$ cat src/hdl/pipe_pkg.sv
// What this block does
// - Status bits 15:12 hold fault; raise interrupt
// - Bits 11:8 take rcode; unified write loads 1111
// - Bits 7:4 keep ack received for request
// - Bits 3:0 keep ack sent for response
// - Start bit clears the whole status word
// - On fault stop requests, latch codes, interrupt
// - Writing one to init bit clears status
// - Fault codes one to eight as listed
// - Bad tcode: 2 with dir 0, 6/7 with 1
// - Simultaneous faults report the lowest code
// - Busy acknowledge retransmits the same request
// - Bits 27:20 retry wait in 125 us units
// - Bits 19:16 retry limit, zero disables retries
// - Split response later than bits 15:0 ticks faults
// - Retry and timeout word resets to 800
// - Flush bits always writable, flags need override
// - Receive flags at bits 31,30,29,27,26
// - Bit 28 marks first or last packet quadlet
// - Transmit flags at bits 23 down to 19
// - Bits 15 and 13 flush FIFOs, self clear
// - Status at 38h read only, resets zero
// - Start bit 0 self clears on end or fault
// - Init bit 2 returns pipe to initial state
package pipe_pkg;

   // Register byte addresses
   localparam logic [7:0] ADDR_CONTROL = 8'h34;
   localparam logic [7:0] ADDR_STATUS = 8'h38;
   localparam logic [7:0] ADDR_RETRY_TIMEOUT = 8'h3C;
   localparam logic [7:0] ADDR_FIFO_STATUS = 8'h40;

   // Reset values
   localparam logic [31:0] RETRY_TIMEOUT_RESET = 32'h00000320;
   localparam logic [31:0] FIFO_STATUS_RESET = 32'h04280000;

   // Field positions
   localparam int CTRL_START_BIT = 0;
   localparam int CTRL_INIT_BIT = 2;
   localparam int ST_FAULT_LSB = 12;
   localparam int ST_RCODE_LSB = 8;
   localparam int ST_ACK_IN_LSB = 4;
   localparam int ST_ACK_OUT_LSB = 0;
   localparam int CFG_INTERVAL_LSB = 20;
   localparam int CFG_LIMIT_LSB = 16;
   localparam int CFG_SPLIT_LSB = 0;
   localparam int FS_RX_FULL = 31;
   localparam int FS_RX_AFULL = 30;
   localparam int FS_RX_4TH = 29;
   localparam int FS_RX_EDGE = 28;
   localparam int FS_RX_AEMPTY = 27;
   localparam int FS_RX_EMPTY = 26;
   localparam int FS_TX_FULL = 23;
   localparam int FS_TX_AFULL = 22;
   localparam int FS_TX_4AVAIL = 21;
   localparam int FS_TX_AEMPTY = 20;
   localparam int FS_TX_EMPTY = 19;
   localparam int FS_TX_FLUSH = 15;
   localparam int FS_RX_FLUSH = 13;
   localparam int FS_OVERRIDE = 0;
   // Flag bits that software may write only under override
   localparam logic [31:0] FS_FLAG_MASK = 32'hFCF80001;

   // Codes on the serial bus
   localparam logic [3:0] RCODE_UNIFIED = 4'hF;
   localparam logic [3:0] ACK_COMPLETE = 4'h1;
   localparam logic [3:0] ACK_PENDING = 4'h2;
   localparam logic [3:0] ACK_BUSY_X = 4'h4;
   localparam logic [3:0] ACK_BUSY_B = 4'h6;
   localparam logic [3:0] TCODE_BAD_D0 = 4'h2;
   localparam logic [3:0] TCODE_BAD_D1A = 4'h6;
   localparam logic [3:0] TCODE_BAD_D1B = 4'h7;

   // Fault codes
   localparam int FAULT_NUM = 8;
   localparam logic [3:0] FAULT_ACK_RECEIVED = 4'h1;
   localparam logic [3:0] FAULT_ACK_SENT = 4'h2;
   localparam logic [3:0] FAULT_SPLIT_TIMEOUT = 4'h3;
   localparam logic [3:0] FAULT_BUSY_TIMEOUT = 4'h4;
   localparam logic [3:0] FAULT_BUS_RESET = 4'h5;
   localparam logic [3:0] FAULT_BAD_RCODE = 4'h6;
   localparam logic [3:0] FAULT_WRONG_NODE = 4'h7;
   localparam logic [3:0] FAULT_BAD_TCODE = 4'h8;

   // Time base
   localparam int CLK_PERIOD_NS = 50;
   localparam int TICK_PERIOD_NS = 125000;
   localparam int TICK_CYCLES = TICK_PERIOD_NS / CLK_PERIOD_NS;

   typedef enum logic [1:0] {
      ST_IDLE = 2'b00,
      ST_WAIT_ACK = 2'b01,
      ST_RETRY_WAIT = 2'b10,
      ST_SPLIT_WAIT = 2'b11
   } pipe_state_t;

endpackage

$ cat src/hdl/pipe_event_if.sv
`timescale 1ns/10ps
interface pipe_event_if;
   logic tick;
   logic [pipe_pkg::FAULT_NUM-1:0] fault_vec;
   logic [3:0] fault_code;
   logic fault_any;

   modport timebase (output tick);
   modport encoder (input fault_vec, output fault_code, output fault_any);
   modport core (input tick, input fault_code, input fault_any, output fault_vec);
endinterface

$ cat src/hdl/pipe_tick_gen.sv
`timescale 1ns/10ps
module pipe_tick_gen #(
   parameter int TICK_CYCLES = pipe_pkg::TICK_CYCLES
) (
   input wire logic pclk,
   input wire logic presetn,
   pipe_event_if.timebase ev
);
   logic [15:0] count_reg;
   logic tick_reg;

   // Free running 125 us time base shared by all timers
   always_ff @(posedge pclk or negedge presetn) begin
      if (!presetn) begin
         count_reg <= 16'h0000;
         tick_reg <= 1'b0;
      end else if (count_reg == 16'(TICK_CYCLES - 1)) begin
         count_reg <= 16'h0000;
         tick_reg <= 1'b1;
      end else begin
         count_reg <= count_reg + 16'h0001;
         tick_reg <= 1'b0;
      end
   end

   assign ev.tick = tick_reg;
endmodule

$ cat src/hdl/pipe_fault_encoder.sv
`timescale 1ns/10ps
module pipe_fault_encoder (
   pipe_event_if.encoder ev
);
   // Lowest numbered fault wins when several arrive together
   always_comb begin
      ev.fault_code = 4'h0;
      ev.fault_any = |ev.fault_vec;
      for (int i = pipe_pkg::FAULT_NUM - 1; i >= 0; i--) begin
         if (ev.fault_vec[i]) begin
            ev.fault_code = 4'(i + 1);
         end
      end
   end
endmodule

$ cat src/hdl/pipe_status_retry.sv
`timescale 1ns/10ps
module pipe_status_retry #(
   parameter int TICK_CYCLES = pipe_pkg::TICK_CYCLES
) (
   input wire logic pclk,
   input wire logic presetn,
   // APB slave
   input wire logic psel,
   input wire logic penable,
   input wire logic pwrite,
   input wire logic [7:0] paddr,
   input wire logic [31:0] pwdata,
   output logic [31:0] prdata,
   output logic pready,
   output logic pslverr,
   // Pipe engine events
   input wire logic pipe_direction,
   input wire logic req_sent,
   input wire logic [3:0] req_ack,
   input wire logic resp_rcvd,
   input wire logic [3:0] resp_rcode,
   input wire logic [3:0] resp_tcode,
   input wire logic resp_src_ok,
   input wire logic [3:0] resp_ack_sent,
   input wire logic unified_write_done,
   input wire logic bus_reset,
   input wire logic transfer_done,
   // Live FIFO flags
   input wire logic rx_full,
   input wire logic rx_almost_full,
   input wire logic rx_four_stored,
   input wire logic rx_packet_edge_flag,
   input wire logic rx_one_stored,
   input wire logic rx_empty,
   input wire logic tx_full,
   input wire logic tx_room_one,
   input wire logic tx_room_four,
   input wire logic tx_one_left,
   input wire logic tx_empty,
   // Pipe control outputs
   output logic pipe_active,
   output logic request_enable,
   output logic retransmit,
   output logic pipe_fault_interrupt,
   output logic tx_fifo_flush,
   output logic rx_fifo_flush
);
   pipe_event_if ev ();

   pipe_tick_gen #(.TICK_CYCLES(TICK_CYCLES)) u_tick (
      .pclk(pclk),
      .presetn(presetn),
      .ev(ev.timebase)
   );

   pipe_fault_encoder u_enc (
      .ev(ev.encoder)
   );

   logic [31:0] status_reg;
   logic [31:0] cfg_reg;
   logic [31:0] fifo_shadow_reg;
   logic start_reg;
   logic request_enable_reg;
   logic retransmit_reg;
   logic fault_irq_reg;
   logic tx_flush_reg;
   logic rx_flush_reg;
   logic [31:0] prdata_reg;
   logic pready_reg;
   logic pslverr_reg;
   pipe_pkg::pipe_state_t state_reg;
   pipe_pkg::pipe_state_t state_next;
   logic [15:0] wait_reg;
   logic [3:0] retries_reg;

   logic wr_en;
   logic rd_en;
   logic start_wr;
   logic init_wr;
   logic record_fault;
   logic req_busy;
   logic req_error;
   logic busy_exhausted;
   logic retry_due;
   logic split_expired;
   logic [7:0] interval;
   logic [3:0] limit;
   logic [15:0] split_limit;
   logic [31:0] fifo_live;
   logic [31:0] fifo_view;

   // Transaction code check against the transfer direction
   function automatic logic tcode_bad(input logic [3:0] tcode, input logic dir);
      if (!dir) begin
         tcode_bad = (tcode == pipe_pkg::TCODE_BAD_D0);
      end else begin
         tcode_bad = (tcode == pipe_pkg::TCODE_BAD_D1A) || (tcode == pipe_pkg::TCODE_BAD_D1B);
      end
   endfunction

   // Busy acknowledge family
   function automatic logic ack_is_busy(input logic [3:0] ack);
      ack_is_busy = (ack >= pipe_pkg::ACK_BUSY_X) && (ack <= pipe_pkg::ACK_BUSY_B);
   endfunction

   // Writes decoded on the edge that completes them, reads one edge earlier
   assign wr_en = psel && penable && pready_reg && pwrite;
   assign rd_en = psel && penable && !pready_reg;
   assign start_wr = wr_en && (paddr == pipe_pkg::ADDR_CONTROL) && pwdata[pipe_pkg::CTRL_START_BIT];
   assign init_wr = wr_en && (paddr == pipe_pkg::ADDR_CONTROL) && pwdata[pipe_pkg::CTRL_INIT_BIT];

   // Configuration fields
   assign interval = cfg_reg[pipe_pkg::CFG_INTERVAL_LSB +: 8];
   assign limit = cfg_reg[pipe_pkg::CFG_LIMIT_LSB +: 4];
   assign split_limit = cfg_reg[pipe_pkg::CFG_SPLIT_LSB +: 16];

   // Acknowledge classification for the request just issued
   assign req_busy = req_sent && ack_is_busy(req_ack);
   assign req_error = req_sent && !ack_is_busy(req_ack) && (req_ack != pipe_pkg::ACK_COMPLETE)
                      && (req_ack != pipe_pkg::ACK_PENDING);
   assign busy_exhausted = (state_reg == pipe_pkg::ST_WAIT_ACK) && req_busy
                           && ((limit == 4'h0) || (retries_reg >= limit));
   assign retry_due = (state_reg == pipe_pkg::ST_RETRY_WAIT)
                      && ((interval == 8'h00) || (ev.tick && (wait_reg >= 16'(interval) - 16'h0001)));
   assign split_expired = (state_reg == pipe_pkg::ST_SPLIT_WAIT) && !resp_rcvd && ev.tick
                          && (wait_reg >= split_limit);

   // Fault sources, bit n stands for code n+1
   always_comb begin
      ev.fault_vec = '0;
      if (state_reg != pipe_pkg::ST_IDLE) begin
         ev.fault_vec[pipe_pkg::FAULT_ACK_RECEIVED - 1] = req_error;
         ev.fault_vec[pipe_pkg::FAULT_ACK_SENT - 1] = resp_rcvd && (resp_ack_sent != pipe_pkg::ACK_COMPLETE);
         ev.fault_vec[pipe_pkg::FAULT_SPLIT_TIMEOUT - 1] = split_expired;
         ev.fault_vec[pipe_pkg::FAULT_BUSY_TIMEOUT - 1] = busy_exhausted;
         ev.fault_vec[pipe_pkg::FAULT_BUS_RESET - 1] = bus_reset;
         ev.fault_vec[pipe_pkg::FAULT_BAD_RCODE - 1] = resp_rcvd && (resp_rcode != 4'h0);
         ev.fault_vec[pipe_pkg::FAULT_WRONG_NODE - 1] = resp_rcvd && !resp_src_ok;
         ev.fault_vec[pipe_pkg::FAULT_BAD_TCODE - 1] = resp_rcvd && tcode_bad(resp_tcode, pipe_direction);
      end
   end

   assign record_fault = ev.fault_any && !start_wr && !init_wr;

   // Transfer sequencing: acks, busy retries, split waits
   always_comb begin
      state_next = state_reg;
      unique case (state_reg)
         pipe_pkg::ST_IDLE: begin
            if (start_wr) begin
               state_next = pipe_pkg::ST_WAIT_ACK;
            end
         end
         pipe_pkg::ST_WAIT_ACK: begin
            if (req_busy && !busy_exhausted) begin
               state_next = pipe_pkg::ST_RETRY_WAIT;
            end else if (req_sent && (req_ack == pipe_pkg::ACK_PENDING)) begin
               state_next = pipe_pkg::ST_SPLIT_WAIT;
            end
         end
         pipe_pkg::ST_RETRY_WAIT: begin
            if (retry_due) begin
               state_next = pipe_pkg::ST_WAIT_ACK;
            end
         end
         pipe_pkg::ST_SPLIT_WAIT: begin
            if (resp_rcvd) begin
               state_next = pipe_pkg::ST_WAIT_ACK;
            end
         end
      endcase
      if (init_wr || ev.fault_any || transfer_done) begin
         state_next = pipe_pkg::ST_IDLE;
      end
      if (start_wr && !init_wr) begin
         state_next = pipe_pkg::ST_WAIT_ACK;
      end
   end

   // State register
   always_ff @(posedge pclk or negedge presetn) begin
      if (!presetn) begin
         state_reg <= pipe_pkg::ST_IDLE;
      end else begin
         state_reg <= state_next;
      end
   end

   // Wait counter in ticks, restarted on each new wait
   always_ff @(posedge pclk or negedge presetn) begin
      if (!presetn) begin
         wait_reg <= 16'h0000;
      end else if (state_next != state_reg) begin
         wait_reg <= 16'h0000;
      end else if (ev.tick && (wait_reg != 16'hFFFF)) begin
         wait_reg <= wait_reg + 16'h0001;
      end
   end

   // Retries spent on the current request
   always_ff @(posedge pclk or negedge presetn) begin
      if (!presetn) begin
         retries_reg <= 4'h0;
      end else if (start_wr || init_wr || (req_sent && !ack_is_busy(req_ack))) begin
         retries_reg <= 4'h0;
      end else if (retry_due) begin
         retries_reg <= retries_reg + 4'h1;
      end
   end

   // Retransmit strobe toward the packet builder
   always_ff @(posedge pclk or negedge presetn) begin
      if (!presetn) begin
         retransmit_reg <= 1'b0;
      end else begin
         retransmit_reg <= retry_due && !ev.fault_any && !init_wr;
      end
   end

   // Start bit and request permission
   always_ff @(posedge pclk or negedge presetn) begin
      if (!presetn) begin
         start_reg <= 1'b0;
         request_enable_reg <= 1'b0;
      end else if (init_wr) begin
         start_reg <= 1'b0;
         request_enable_reg <= 1'b0;
      end else if (start_wr) begin
         start_reg <= 1'b1;
         request_enable_reg <= 1'b1;
      end else if (ev.fault_any || transfer_done) begin
         start_reg <= 1'b0;
         request_enable_reg <= 1'b0;
      end
   end

   // Status word: fault, rcode and both acknowledge codes
   always_ff @(posedge pclk or negedge presetn) begin
      if (!presetn) begin
         status_reg <= 32'h00000000;
      end else if (init_wr || start_wr) begin
         status_reg <= 32'h00000000;
      end else if (state_reg != pipe_pkg::ST_IDLE) begin
         if (req_sent) begin
            status_reg[pipe_pkg::ST_ACK_IN_LSB +: 4] <= req_ack;
         end
         if (resp_rcvd) begin
            status_reg[pipe_pkg::ST_RCODE_LSB +: 4] <= resp_rcode;
            status_reg[pipe_pkg::ST_ACK_OUT_LSB +: 4] <= resp_ack_sent;
         end else if (unified_write_done) begin
            status_reg[pipe_pkg::ST_RCODE_LSB +: 4] <= pipe_pkg::RCODE_UNIFIED;
         end
         if (record_fault) begin
            status_reg[pipe_pkg::ST_FAULT_LSB +: 4] <= ev.fault_code;
         end
      end
   end

   // Fault interrupt pulse
   always_ff @(posedge pclk or negedge presetn) begin
      if (!presetn) begin
         fault_irq_reg <= 1'b0;
      end else begin
         fault_irq_reg <= record_fault && (state_reg != pipe_pkg::ST_IDLE);
      end
   end

   // Retry and timeout configuration
   always_ff @(posedge pclk or negedge presetn) begin
      if (!presetn) begin
         cfg_reg <= pipe_pkg::RETRY_TIMEOUT_RESET;
      end else if (wr_en && (paddr == pipe_pkg::ADDR_RETRY_TIMEOUT)) begin
         cfg_reg <= pwdata;
      end
   end

   // Software copy of FIFO flags, written only under override
   always_ff @(posedge pclk or negedge presetn) begin
      if (!presetn) begin
         fifo_shadow_reg <= pipe_pkg::FIFO_STATUS_RESET;
      end else if (wr_en && (paddr == pipe_pkg::ADDR_FIFO_STATUS)) begin
         if (fifo_shadow_reg[pipe_pkg::FS_OVERRIDE]) begin
            fifo_shadow_reg <= pwdata & pipe_pkg::FS_FLAG_MASK;
         end else begin
            fifo_shadow_reg[pipe_pkg::FS_OVERRIDE] <= pwdata[pipe_pkg::FS_OVERRIDE];
         end
      end
   end

   // Flush strobes, one cycle each, then read back as zero
   always_ff @(posedge pclk or negedge presetn) begin
      if (!presetn) begin
         tx_flush_reg <= 1'b0;
         rx_flush_reg <= 1'b0;
      end else begin
         tx_flush_reg <= wr_en && (paddr == pipe_pkg::ADDR_FIFO_STATUS) && pwdata[pipe_pkg::FS_TX_FLUSH];
         rx_flush_reg <= wr_en && (paddr == pipe_pkg::ADDR_FIFO_STATUS) && pwdata[pipe_pkg::FS_RX_FLUSH];
      end
   end

   // Live flag word
   always_comb begin
      fifo_live = 32'h00000000;
      fifo_live[pipe_pkg::FS_RX_FULL] = rx_full;
      fifo_live[pipe_pkg::FS_RX_AFULL] = rx_almost_full;
      fifo_live[pipe_pkg::FS_RX_4TH] = rx_four_stored;
      fifo_live[pipe_pkg::FS_RX_EDGE] = rx_packet_edge_flag;
      fifo_live[pipe_pkg::FS_RX_AEMPTY] = rx_one_stored;
      fifo_live[pipe_pkg::FS_RX_EMPTY] = rx_empty;
      fifo_live[pipe_pkg::FS_TX_FULL] = tx_full;
      fifo_live[pipe_pkg::FS_TX_AFULL] = tx_room_one;
      fifo_live[pipe_pkg::FS_TX_4AVAIL] = tx_room_four;
      fifo_live[pipe_pkg::FS_TX_AEMPTY] = tx_one_left;
      fifo_live[pipe_pkg::FS_TX_EMPTY] = tx_empty;
   end

   assign fifo_view = fifo_shadow_reg[pipe_pkg::FS_OVERRIDE] ? fifo_shadow_reg
                      : (fifo_live | (fifo_shadow_reg & 32'h00000001));

   // APB answer: one wait cycle, read data registered
   always_ff @(posedge pclk or negedge presetn) begin
      if (!presetn) begin
         pready_reg <= 1'b0;
         pslverr_reg <= 1'b0;
         prdata_reg <= 32'h00000000;
      end else begin
         pready_reg <= rd_en;
         pslverr_reg <= 1'b0;
         prdata_reg <= 32'h00000000;
         if (rd_en) begin
            unique case (paddr)
               pipe_pkg::ADDR_CONTROL: prdata_reg <= {31'h00000000, start_reg};
               pipe_pkg::ADDR_STATUS: prdata_reg <= status_reg;
               pipe_pkg::ADDR_RETRY_TIMEOUT: prdata_reg <= cfg_reg;
               pipe_pkg::ADDR_FIFO_STATUS: prdata_reg <= fifo_view;
               default: pslverr_reg <= 1'b1;
            endcase
         end
      end
   end

   assign prdata = prdata_reg;
   assign pready = pready_reg;
   assign pslverr = pslverr_reg;
   assign pipe_active = start_reg;
   assign request_enable = request_enable_reg;
   assign retransmit = retransmit_reg;
   assign pipe_fault_interrupt = fault_irq_reg;
   assign tx_fifo_flush = tx_flush_reg;
   assign rx_fifo_flush = rx_flush_reg;
endmodule

$ cat config.mk
export PLATFORM = sky130hd
export DESIGN_NAME = pipe_status_retry
export DESIGN_NICKNAME = d
export VERILOG_FILES = /design/src/hdl/pipe_pkg.sv /design/src/hdl/pipe_event_if.sv /design/src/hdl/pipe_tick_gen.sv /design/src/hdl/pipe_fault_encoder.sv /design/src/hdl/pipe_status_retry.sv
export SDC_FILE = /design/constraint.sdc
export NUM_CORES = 1
export LEC_CHECK = 0
export ABC_AREA = 0
export BUFFER_PORTS_ARGS = -buffer_cell sky130_fd_sc_hd__buf_2
export CORE_UTILIZATION = 53
export CTS_BUF_LIST = sky130_fd_sc_hd__clkbuf_8
export CTS_CLUSTER_DIAMETER = 60
export CTS_CLUSTER_SIZE = 16
export DETAILED_ROUTE_END_ITERATION = 8
export PLACE_DENSITY = 0.79
export SYNTH_ARGS = -nofsm -noshare
export SYNTH_HDL_FRONTEND = slang
export SYNTH_HIERARCHICAL = 1
export SYNTH_SLANG_ARGS = --single-unit
$ cat constraint.sdc
create_clock -name pclk -period 3 [get_ports pclk]
set_input_delay 0.6 -clock pclk [delete_from_list [all_inputs] [get_ports pclk]]
set_output_delay 0.6 -clock pclk [all_outputs]
set_load 0.02 [all_outputs]
==> Word-level counts from Yosys, hierarchy flattened <==
Index checks and enable logic that the tools add are counted.
{ "classes": {"add_sub_neg": 4, "order_cmp": 5, "eq_ne": 17, "muxes": 40, "bitwise_logic": 1, "reduce_logical": 72} }
{ "ops": {"columns": ["cell", "count"], "rows": [
  ["one-hot mux 32 bit (4 select lines)", 1],
  ["2-to-1 mux 16 bit", 5],
  ["2-to-1 mux 32 bit", 2],
  ["2-to-1 mux 4 bit", 15],
  ["logical AND 1 bit", 36],
  ["adder 16 x 1 -> 16 bit (second input constant)", 2],
  ["greater-or-equal comparator 16 bit", 2],
  ["bitwise OR 32 x 1 -> 32 bit", 1],
  ["equality test 8 x 6 -> 1 bit (second input constant)", 3],
  ["equality test 16 x 12 -> 1 bit (second input constant)", 1],
  ["!= test 16 bit (second input constant)", 1],
  ["2-to-1 mux 2 bit", 7],
  ["nonzero test 2 bit", 7],
  ["AND reduction 2 bit", 5],
  ["subtractor 8 x 1 -> 9 bit (second input constant)", 1],
  ["equality test 4 x 2 -> 1 bit (second input constant)", 2],
  ["equality test 4 x 3 -> 1 bit (second input constant)", 2],
  ["equality test 8 x 7 -> 1 bit (second input constant)", 1],
  ["logical NOT 1 bit", 8],
  ["logical NOT 8 bit", 1],
  ["logical OR 1 bit", 8],
  ["2-to-1 mux 1 bit", 8],
  ["2-to-1 mux 8 bit", 1],
  ["!= test 4 x 1 -> 1 bit (second input constant)", 2],
  ["15 further kinds", 17]
]} }
{ "totals": {"regBits": 138} }

==> Longest topological paths before layout <==
Gate-level depths: netlist of run 1.
{ "logic_depth": {"depth_word": 18, "ltp_mapped": 18, "depth_no_buf": 16} }

==> Modules after synthesis <==
Netlist of run 1, hierarchy kept.
{ "by_module_without_submodules": {"columns": ["module", "instances", "cells_per_inst", "area_per_inst_um2"], "rows": [
  ["pipe_status_retry", 1, 599, 6306.0],
  ["pipe_tick_gen", 1, 68, 787.0],
  ["pipe_fault_encoder", 1, 14, 88.8]
]} }

==> Worst setup path after synthesis of run 1 <==
Ideal clock, no wire load.
{ "synth_path": {"kind": "register to register", "start": "register wait_reg[0]", "end": "register wait_reg[10]", "t_arrival_ns": 3.173, "required_time_ns": 2.927, "path_slack_ns": -0.246, "stages_incl_launch_ff": 17, "path_buffers": 2, "period_less_slack_ns": 3.246, "path_cell_list": "dfrtp_1 -> inv_1 -> ha_1 -> nand2b_1 -> a21o_1 -> a21o_1 -> a211oi_1 -> o21ai_0 -> a31oi_1 -> nor4_1 -> nor3_1 -> nand3b_1 -> o31a_1 -> or4_4 -> buf_6 -> buf_6 -> a21oi_2"} }
{ "synth_between": {"elab_chain_len": 10, "elab_cells_between_ends": 21, "classes_between": "add/sub: 1; order compare: 2; eq/ne: 2; mux: 7; reduce/logical: 9"} }
{ "synth_rtl": {"columns": ["item", "line_no", "text"], "rows": [
  ["from (decl)", "pipe_status_retry.sv:74", "logic [15:0] wait_reg;"],
  ["from (signal assigned)", "pipe_status_retry.sv:197", "wait_reg <= wait_reg + 16'h0001;"],
  ["greater-or-equal comparator 16 bit (*)", "pipe_status_retry.sv:127", "&& (wait_reg >= split_limit);"],
  ["logical AND 1 bit (*)", "pipe_status_retry.sv:127", null],
  ["2-to-1 mux 8 bit (*)", "pipe_status_retry.sv:132", "if (state_reg != pipe_pkg::ST_IDLE) begin"],
  ["net ev.fault_vec, one bit", "pipe_event_if.sv:4", "logic [pipe_pkg::FAULT_NUM-1:0] fault_vec;"],
  ["OR reduction 8 bit (*)", "pipe_fault_encoder.sv:8", "ev.fault_any = |ev.fault_vec;"],
  ["net ev.fault_any", "pipe_event_if.sv:6", "logic fault_any;"],
  ["logical OR 1 bit (*) (2 in a row)", "pipe_status_retry.sv:173", "if (init_wr || ev.fault_any || transfer_done) begin"],
  ["2-to-1 mux 2 bit (*)", "pipe_status_retry.sv:173", null],
  ["2-to-1 mux 2 bit (*)", "pipe_status_retry.sv:176", "if (start_wr && !init_wr) begin"],
  ["!= test 2 bit (*)", "pipe_status_retry.sv:194", "end else if (state_next != state_reg) begin"],
  ["2-to-1 mux 16 bit or nonzero test 2 bit (tied branches)", null, null]
]} }
The timed path passes the listed nets; every way through them passes the cells marked *. The select of a mux whose other input is x is not followed.
A chain may end at the register's enable or synchronous reset.

==> Worst setup path after layout of run 1 <==
{ "layout_path": {"start": "register cfg_reg[16]", "end": "register wait_reg[11]"} }
{ "layout_between": {"elab_chain_len": 11, "elab_cells_between_ends": 17, "classes_between": "order compare: 1; eq/ne: 1; mux: 6; reduce/logical: 9"} }
{ "layout_rtl": {"columns": ["item", "line_no", "text"], "rows": [
  ["from (decl)", "pipe_status_retry.sv:61", "logic [31:0] cfg_reg;"],
  ["from (signal assigned)", "pipe_status_retry.sv:272", "cfg_reg <= pipe_pkg::RETRY_TIMEOUT_RESET;"],
  ["from (signal assigned)", "pipe_status_retry.sv:274", "cfg_reg <= pwdata;"],
  ["greater-or-equal comparator 4 bit or logical NOT 4 bit (tied branches)", "pipe_status_retry.sv:123", "&& ((limit == 4'h0) || (retries_reg >= limit));"],
  ["logical OR 1 bit (*)", "pipe_status_retry.sv:123", null],
  ["logical AND 1 bit (*)", "pipe_status_retry.sv:123", null],
  ["2-to-1 mux 8 bit (*)", "pipe_status_retry.sv:132", null],
  ["net ev.fault_vec, one bit", "pipe_event_if.sv:4", null],
  ["OR reduction 8 bit (*)", "pipe_fault_encoder.sv:8", null],
  ["net ev.fault_any", "pipe_event_if.sv:6", null],
  ["logical OR 1 bit (*) (2 in a row)", "pipe_status_retry.sv:173", null],
  ["2-to-1 mux 2 bit (*)", "pipe_status_retry.sv:173", null],
  ["2-to-1 mux 2 bit (*)", "pipe_status_retry.sv:176", null],
  ["!= test 2 bit (*)", "pipe_status_retry.sv:194", null],
  ["2-to-1 mux 16 bit or nonzero test 2 bit (tied branches)", null, null]
]} }
The timed path passes the listed nets; every way through them passes the cells marked *.

==> impl_results.md, run 1 <==
- Status: finished with violations
- Failing checks: setup timing
- Post-synth EDFFs: 0
- Critical Path Start Type: register
- CTS clock-pin slew for the worst setup and hold paths: 0.07 ns
- Syn-to-layout area delta: 29.1%
- Final Cycle Share: 109%
- Avg WL per Cell: 18.2 um
- Final hold slack: 0.115 ns
- Mapped cell area: 0.00718 sq mm
- Top layer in use: met4
- Unrepaired setup endpoints after global routing: yes
- Syn nets: 801
- CP Capture Type: register
- Hold Buf Count CTS: 0
- Tot Pwr: 4.28 mW
- CTS tree: yes
- IO buf count: 118
- Global-route wire length before repair: 29400 um
- Crit path max fanout: 8
- Distinct cells, synth: 65
- Worst setup margin: -0.282 ns
- Core area: 0.0132 sq mm
- H-tree Lvls: 4
- Worst slew pin tran: 0.849 ns
- Nets: 986
- Vias in the first global route: 6137
- Async set or reset register ratio after synthesis: 100%
- Worst Hold Class: in -> async
- F_max: 305 MHz
- Mapped Cells: 681
- Rel. slew slack: 43.2%
- CP arrival: 3.63 ns
- GRT Util Overall: 27.0%
- Largest cells by area after synthesis: dfrtp_1 (46%), ha_1 (7.1%), mux2_2 (5.5%), mux2i_1 (4.2%), nor2_1 (3.8%)
- YS warnings: 6
- Worst skew pair latency: 0.47 ns
- Chip Width: 118 um
- Req. time, crit path: 3.35 ns
- Post-route ant nets: 0
- Final Max Slew Viols: 0
- Drt total wl: 19200 um
- Total die area: 0.0140 sq mm
- CTS Sinks: 138
- Final hold vios: 0
- Antenna violations before repair: 1
- Bufs on Longest Clock Path: 2
- Worst Clk Skew: 0.0153 ns
- DR WL met3: 1140 um
- Final Wtd Congestion: 0.883
- Starting Density: 54.2%
- Root Driver: clkbuf_8
- VDD IR-drop max: 243 uV
- Final setup violation count: 20
- Min Tclk post-route: 3.28 ns
- Max Cap Viol: 0
- Pleak: 4.63 nW
- # IOs: 119
- Grt ovf: 0
- Layout Utilization: 70.0%
- Site Rows: 42
- Drt pass-1 iters: 5
- Most common flop cell mapped by yosys: dfrtp_1
- Avg Synthesized Cell Area: 10.5 sq um
- WL met2: 9760 um
- Routed vias: 6107
- Fill cells: 919
- PD cells: 461 mW/mm^2
- Die Y: 118 um
- Vias/cell: 5.78
- Synth Register Bits: 138
- DR iter-0 viols: 547
- Number of CTS-inserted buffers: 17
- Share of layout cells above drive strength 1: 37.8%
- DP Wirelength: 12900 um
- DP Worst Slack: -0.238 ns
- Post-synth top area share: 46.0%
- Post-Route M1 WL: 7540 um
- Yosys top cell by area: dfrtp_1
- Largest net degree at the start of global routing: 62
- Remaining DRCs: 0
- CP Class: reg -> reg
- Post-synthesis sequential area ratio: 48.2%
report_power, final:
part / total [mW] / leakage (nW) / internal (mW) / switching, mW
Sequential: 1.95 / 1.74 / 1.91 / 0.0431
Combinational: 0.449 / 2.65 / 0.206 / 0.244
Clock: 1.88 / 0.236 / 1.10 / 0.776
Total: 4.28 / 4.63 / 3.21 / 1.06
Yosys cell counts, drive strengths merged (7+ instances only):
| cell | number |
|---|---|
| and4 | 7 |
| buf | 11 |
| nor3 | 16 |
| nor4 | 7 |
| inv | 30 |
| a22oi | 11 |
| and3 | 12 |
| mux2 | 35 |
| xnor2 | 18 |
| mux2i | 30 |
| nand3 | 18 |
| nand4 | 10 |
| nand2 | 50 |
| clkbuf | 16 |
| dfrtp | 132 |
| o21ai | 38 |
| xor2 | 16 |
| ha | 41 |
| a21oi | 34 |
| nor2 | 72 |
kinds of logic (layout without fill, tap and decap cells):
family	count (synthesis)	count (layout)	share of synthesized area, %
simple gates	228	229	16.6
flops	138	138	48.2
compound gates	118	118	10.8
mux	65	65	9.67
buf+inv	57	254	3.52
fa+ha+maj	41	41	7.14
xor+xnor	34	34	4.15
other cells	0	1	0
critical path, cell delays in order, from the launching register on:
cell and delay, ns:
dfrtp_1 0.42, ha_1 0.31, o21ai_0 0.21, a21oi_1 0.14
o21ai_0 0.32, nor3_1 0.11, buf_4 0.17, nor4_4 0.20
nand3b_1 0.21, buf_4 0.21, nor3_4 0.21, a21oi_2 0.10
o221ai_4 0.26, clkbuf_16 0.22, a21oi_2 0.06
worst paths after layout:
kind	from	to	slack (ns)	depth (start not counted)
max in group asynchronous	presetn	fifo_shadow_reg[19]	2.04	2
hold / removal	presetn	wait_reg[9]	0.11	1
min in group pclk	pwdata[15]	cfg_reg[15]	0.35	3
setup reg to reg	cfg_reg[16]	wait_reg[11]	-0.28	14
setup / recovery	cfg_reg[16]	wait_reg[11]	-0.28	14
hold reg to reg	u_tick/count_reg[0]	u_tick/count_reg[0]	0.46	1
through the flow:
| stage | instance area [sq um] | setup TNS [ns] | std cells |
|---|---|---|---|
| after global placement | 8350 | -2.32 | 1005 |
| after floorplan | 7200 | -1.97 | 681 |
| after global routing | 9270 | -6.01 | 1056 |
| after detailed placement | 8350 | -3.58 | 1005 |
| final | 9270 | -4.05 | 1056 |
| after CTS | 8950 | -3.34 | 1045 |
layout make-up:
cell class                 instances  area, sq um  area share (%)
sequential                       138         3460            37.3
clock inverter                    14          243            2.62
inverter                          30          113            1.21
clock buffer                      18          248            2.67
tap                              176          220            2.38
timing repair buffer             192         1220            13.2
antenna                            1         2.50          0.0270
multi-input combinational        487         3760            40.6
layout by cell type (no fill, tap or decap), types with 7 or more instances in the layout:
cell type  Yosys  routed
nand2_1       50      49
a21oi_1       22      13
inv_1         30      27
buf_2          4     117
mux2i_1       30      29
xor2_1        16      16
ha_1          41      34
nor2_1        72      70
a21oi_2       12      20
dfrtp_1      132     132
nand3_1       17      15
o21ai_0       36      32
clkbuf_8       0      18
and3_1        11      11
nand4_1       10      10
buf_4          3      67
mux2_2        35      35
nor3_1        14      11
ha_4           0       7
a22oi_1       11      11
xnor2_1       18      18
repair_timing:
action                                  in CTS  in global routing
pin swaps                                    4                 35
buffers inserted                             7                  9
endpoints found under the setup margin      18                 28
gates resized for setup                     12                 39
gates cloned                                 1                  1
routing by layer:
layer  GRT usage (%)  up-vias
met3            6.81       72
met5               0        -
li1                -     2786
met2            45.7      248
met1            32.5     3001
met4            12.5        0
(Power assumes the default switching activity.)
==> run 2, diff against run 1 <==
--- a/config.mk
+++ b/config.mk
@@ -12,6 +12,7 @@
 export CTS_CLUSTER_DIAMETER = 60
 export CTS_CLUSTER_SIZE = 16
 export DETAILED_ROUTE_END_ITERATION = 8
+export GPL_TIMING_DRIVEN = 0
 export PLACE_DENSITY = 0.79
 export SYNTH_ARGS = -nofsm -noshare
 export SYNTH_HDL_FRONTEND = slang
==> impl_results.md, run 2 (synthesis gave the netlist of run 1 again) <==
- CTS Sinks: 138
- VDD IR-drop max: 270 uV
- Core area: 0.0132 sq mm
- CTS tree: yes
- # IOs: 119
- CP arrival: 3.76 ns
- Comb power frac: 9.1%
- Site Rows: 42
- GRT Util Overall: 27.2%
- Syn-to-layout area delta: 23.0%
- NetSw: 980 uW
- Drt pass-1 iters: 5
- Final Max Slew Viols: 0
- DP Wirelength: 13100 um
- Most frequent cells in the layout: dfrtp_1 (131), buf_2 (120), nor2_1 (70)
- Drt total wl: 18400 um
- Worst Clk Skew: 0.0105 ns
- Setup TNS: -6.14 ns
- Chip Width: 118 um
- DP Worst Slack: -0.694 ns
- Antenna violations before repair: 0
- Global-route wire length before repair: 29600 um
- Sequential share of power: 49.5%
- DR iter-0 viols: 514
- H-tree Lvls: 4
- Unrepaired setup endpoints after global routing: yes
- Final Wtd Congestion: 0.863
- Final hold slack: 0.0190 ns
- Worst path top cell family by delay: simple AND/OR/NAND/NOR gates
- Internal power: 3.01 mW
- Diodes inserted: 0
- Vias/cell: 5.79
- Worst slew pin tran: 0.741 ns
- Largest net degree at the start of global routing: 104
- Slowest Stage Delay on Critical Path: 0.56 ns
- Nets: 957
- Die Y: 118 um
- Vias in the first global route: 6195
- Hold Buf Count CTS: 0
- CP Class: reg -> reg
- Reg2reg setup slack: -0.37 ns
- Remaining DRCs: 0
- Final setup violation count: 22
- Clock network power share: 41.4%
- Commonest non-fill, non-tap cell in the layout: dfrtp_1
- Share of layout cells above drive strength 1: 32.1%
- Root Driver: clkbuf_8
- Total die area: 0.0140 sq mm
- Worst Hold Class: in -> async
- Final non-filler cell area: 0.00883 sq mm
- Min Tclk post-route: 3.37 ns
- Post-route insts no fill: 1026
- Pleak: 4.43 nW
- Worst setup margin: -0.373 ns
- Grt ovf: 0
- Final Cycle Share: 112%
- Switching Share: 24.5%
- Placed Cells incl. Taps: 975
- CTS clock-pin slew for the worst setup and hold paths: 0.07 ns
- Critical Path Slowest Stage Cell: or4_4
- Req. time, crit path: 3.39 ns
- IO buf count: 117
- Rel. slew slack: 50.2%
- Tot Pwr: 3.99 mW
- Post-route ant nets: 0
- Number of CTS-inserted buffers: 17
- F_max: 296 MHz
- PD cells: 452 mW/mm^2
- Avg WL per Cell: 17.9 um
- Bufs on Longest Clock Path: 2
- Crit path max fanout: 4
- Critical Path Start Type: register
- Layout Utilization: 66.7%
- CP Capture Type: register
- Routed vias: 5942
- Final hold vios: 0
- Status: finished with violations
- Cell chain of the critical path: ha_1 -> nand2b_4 -> a21o_1 -> a21o_1 -> a211oi_2 -> o21ai_2 -> a31oi_4 -> nor4_4 -> nor3_2 -> nand3b_1 -> nor2_2 -> o211ai_2 -> a21oi_2 -> buf_4 -> or4_4 -> buf_4 -> a21oi_1
- Failing checks: setup timing
- Max Cap Viol: 0
- Worst skew pair latency: 0.47 ns
- DP Area: 0.00804 sq mm
- Starting Density: 54.2%
- Worst path buffer plus inverter count: 2
- Fill cells: 989
## run 2: power by group through the flow
stage | clock network [mW] | logic (mW) | registers [mW]
2_1_floorplan | 0 | 0.177 | 1.99
3_3_place_gp | 0 | 0.302 | 2.01
4_1_cts | 1.67 | 0.352 | 1.97
3_5_place_dp | 0 | 0.330 | 2.01
6_report | 1.65 | 0.364 | 1.98
5_1_grt | 1.74 | 0.411 | 1.98
## run 2: repair_timing
item / 4_1_cts / 5_1_grt
buffers inserted: 9 / 10
pin swaps: 3 / 6
gates resized for setup: 24 / 17
gates cloned: 1 / 0
setup endpoints to repair: 27 / 27
## run 2: path summary, 6_finish.rpt
| check | end | cells past startpoint | start |
|---|---|---|---|
| max | wait_reg[4] | 17 | cfg_reg[0] |
| min | wait_reg[9] | 1 | presetn |
| max reg2reg | wait_reg[4] | 17 | cfg_reg[0] |
| min reg2reg | u_tick/count_reg[0] | 1 | u_tick/count_reg[0] |
| max in group asynchronous | status_reg[1] | 2 | presetn |
| min in group pclk | cfg_reg[17] | 3 | pwdata[17] |
## run 2: cell type report
class                      instances  area (sq um)  area share (%)
timing repair buffer             138           802            9.08
clock inverter                     9           118            1.33
sequential                       138          3460            39.2
tap                              176           220            2.49
buffer                            26           148            1.67
inverter                          30           113            1.28
multi-input combinational        486          3650            41.4
clock buffer                      23           317            3.58
## run 2: per-layer routing
layer,share of wire [%],up-vias,GRT usage [%],routed length (um)
met5,0,-,0,0
met4,3.3,0,14.5,601
met3,5.8,57,6.37,1060
met2,51,234,46.2,9410
met1,40,2932,32.2,7280
li1,-,2719,-,-
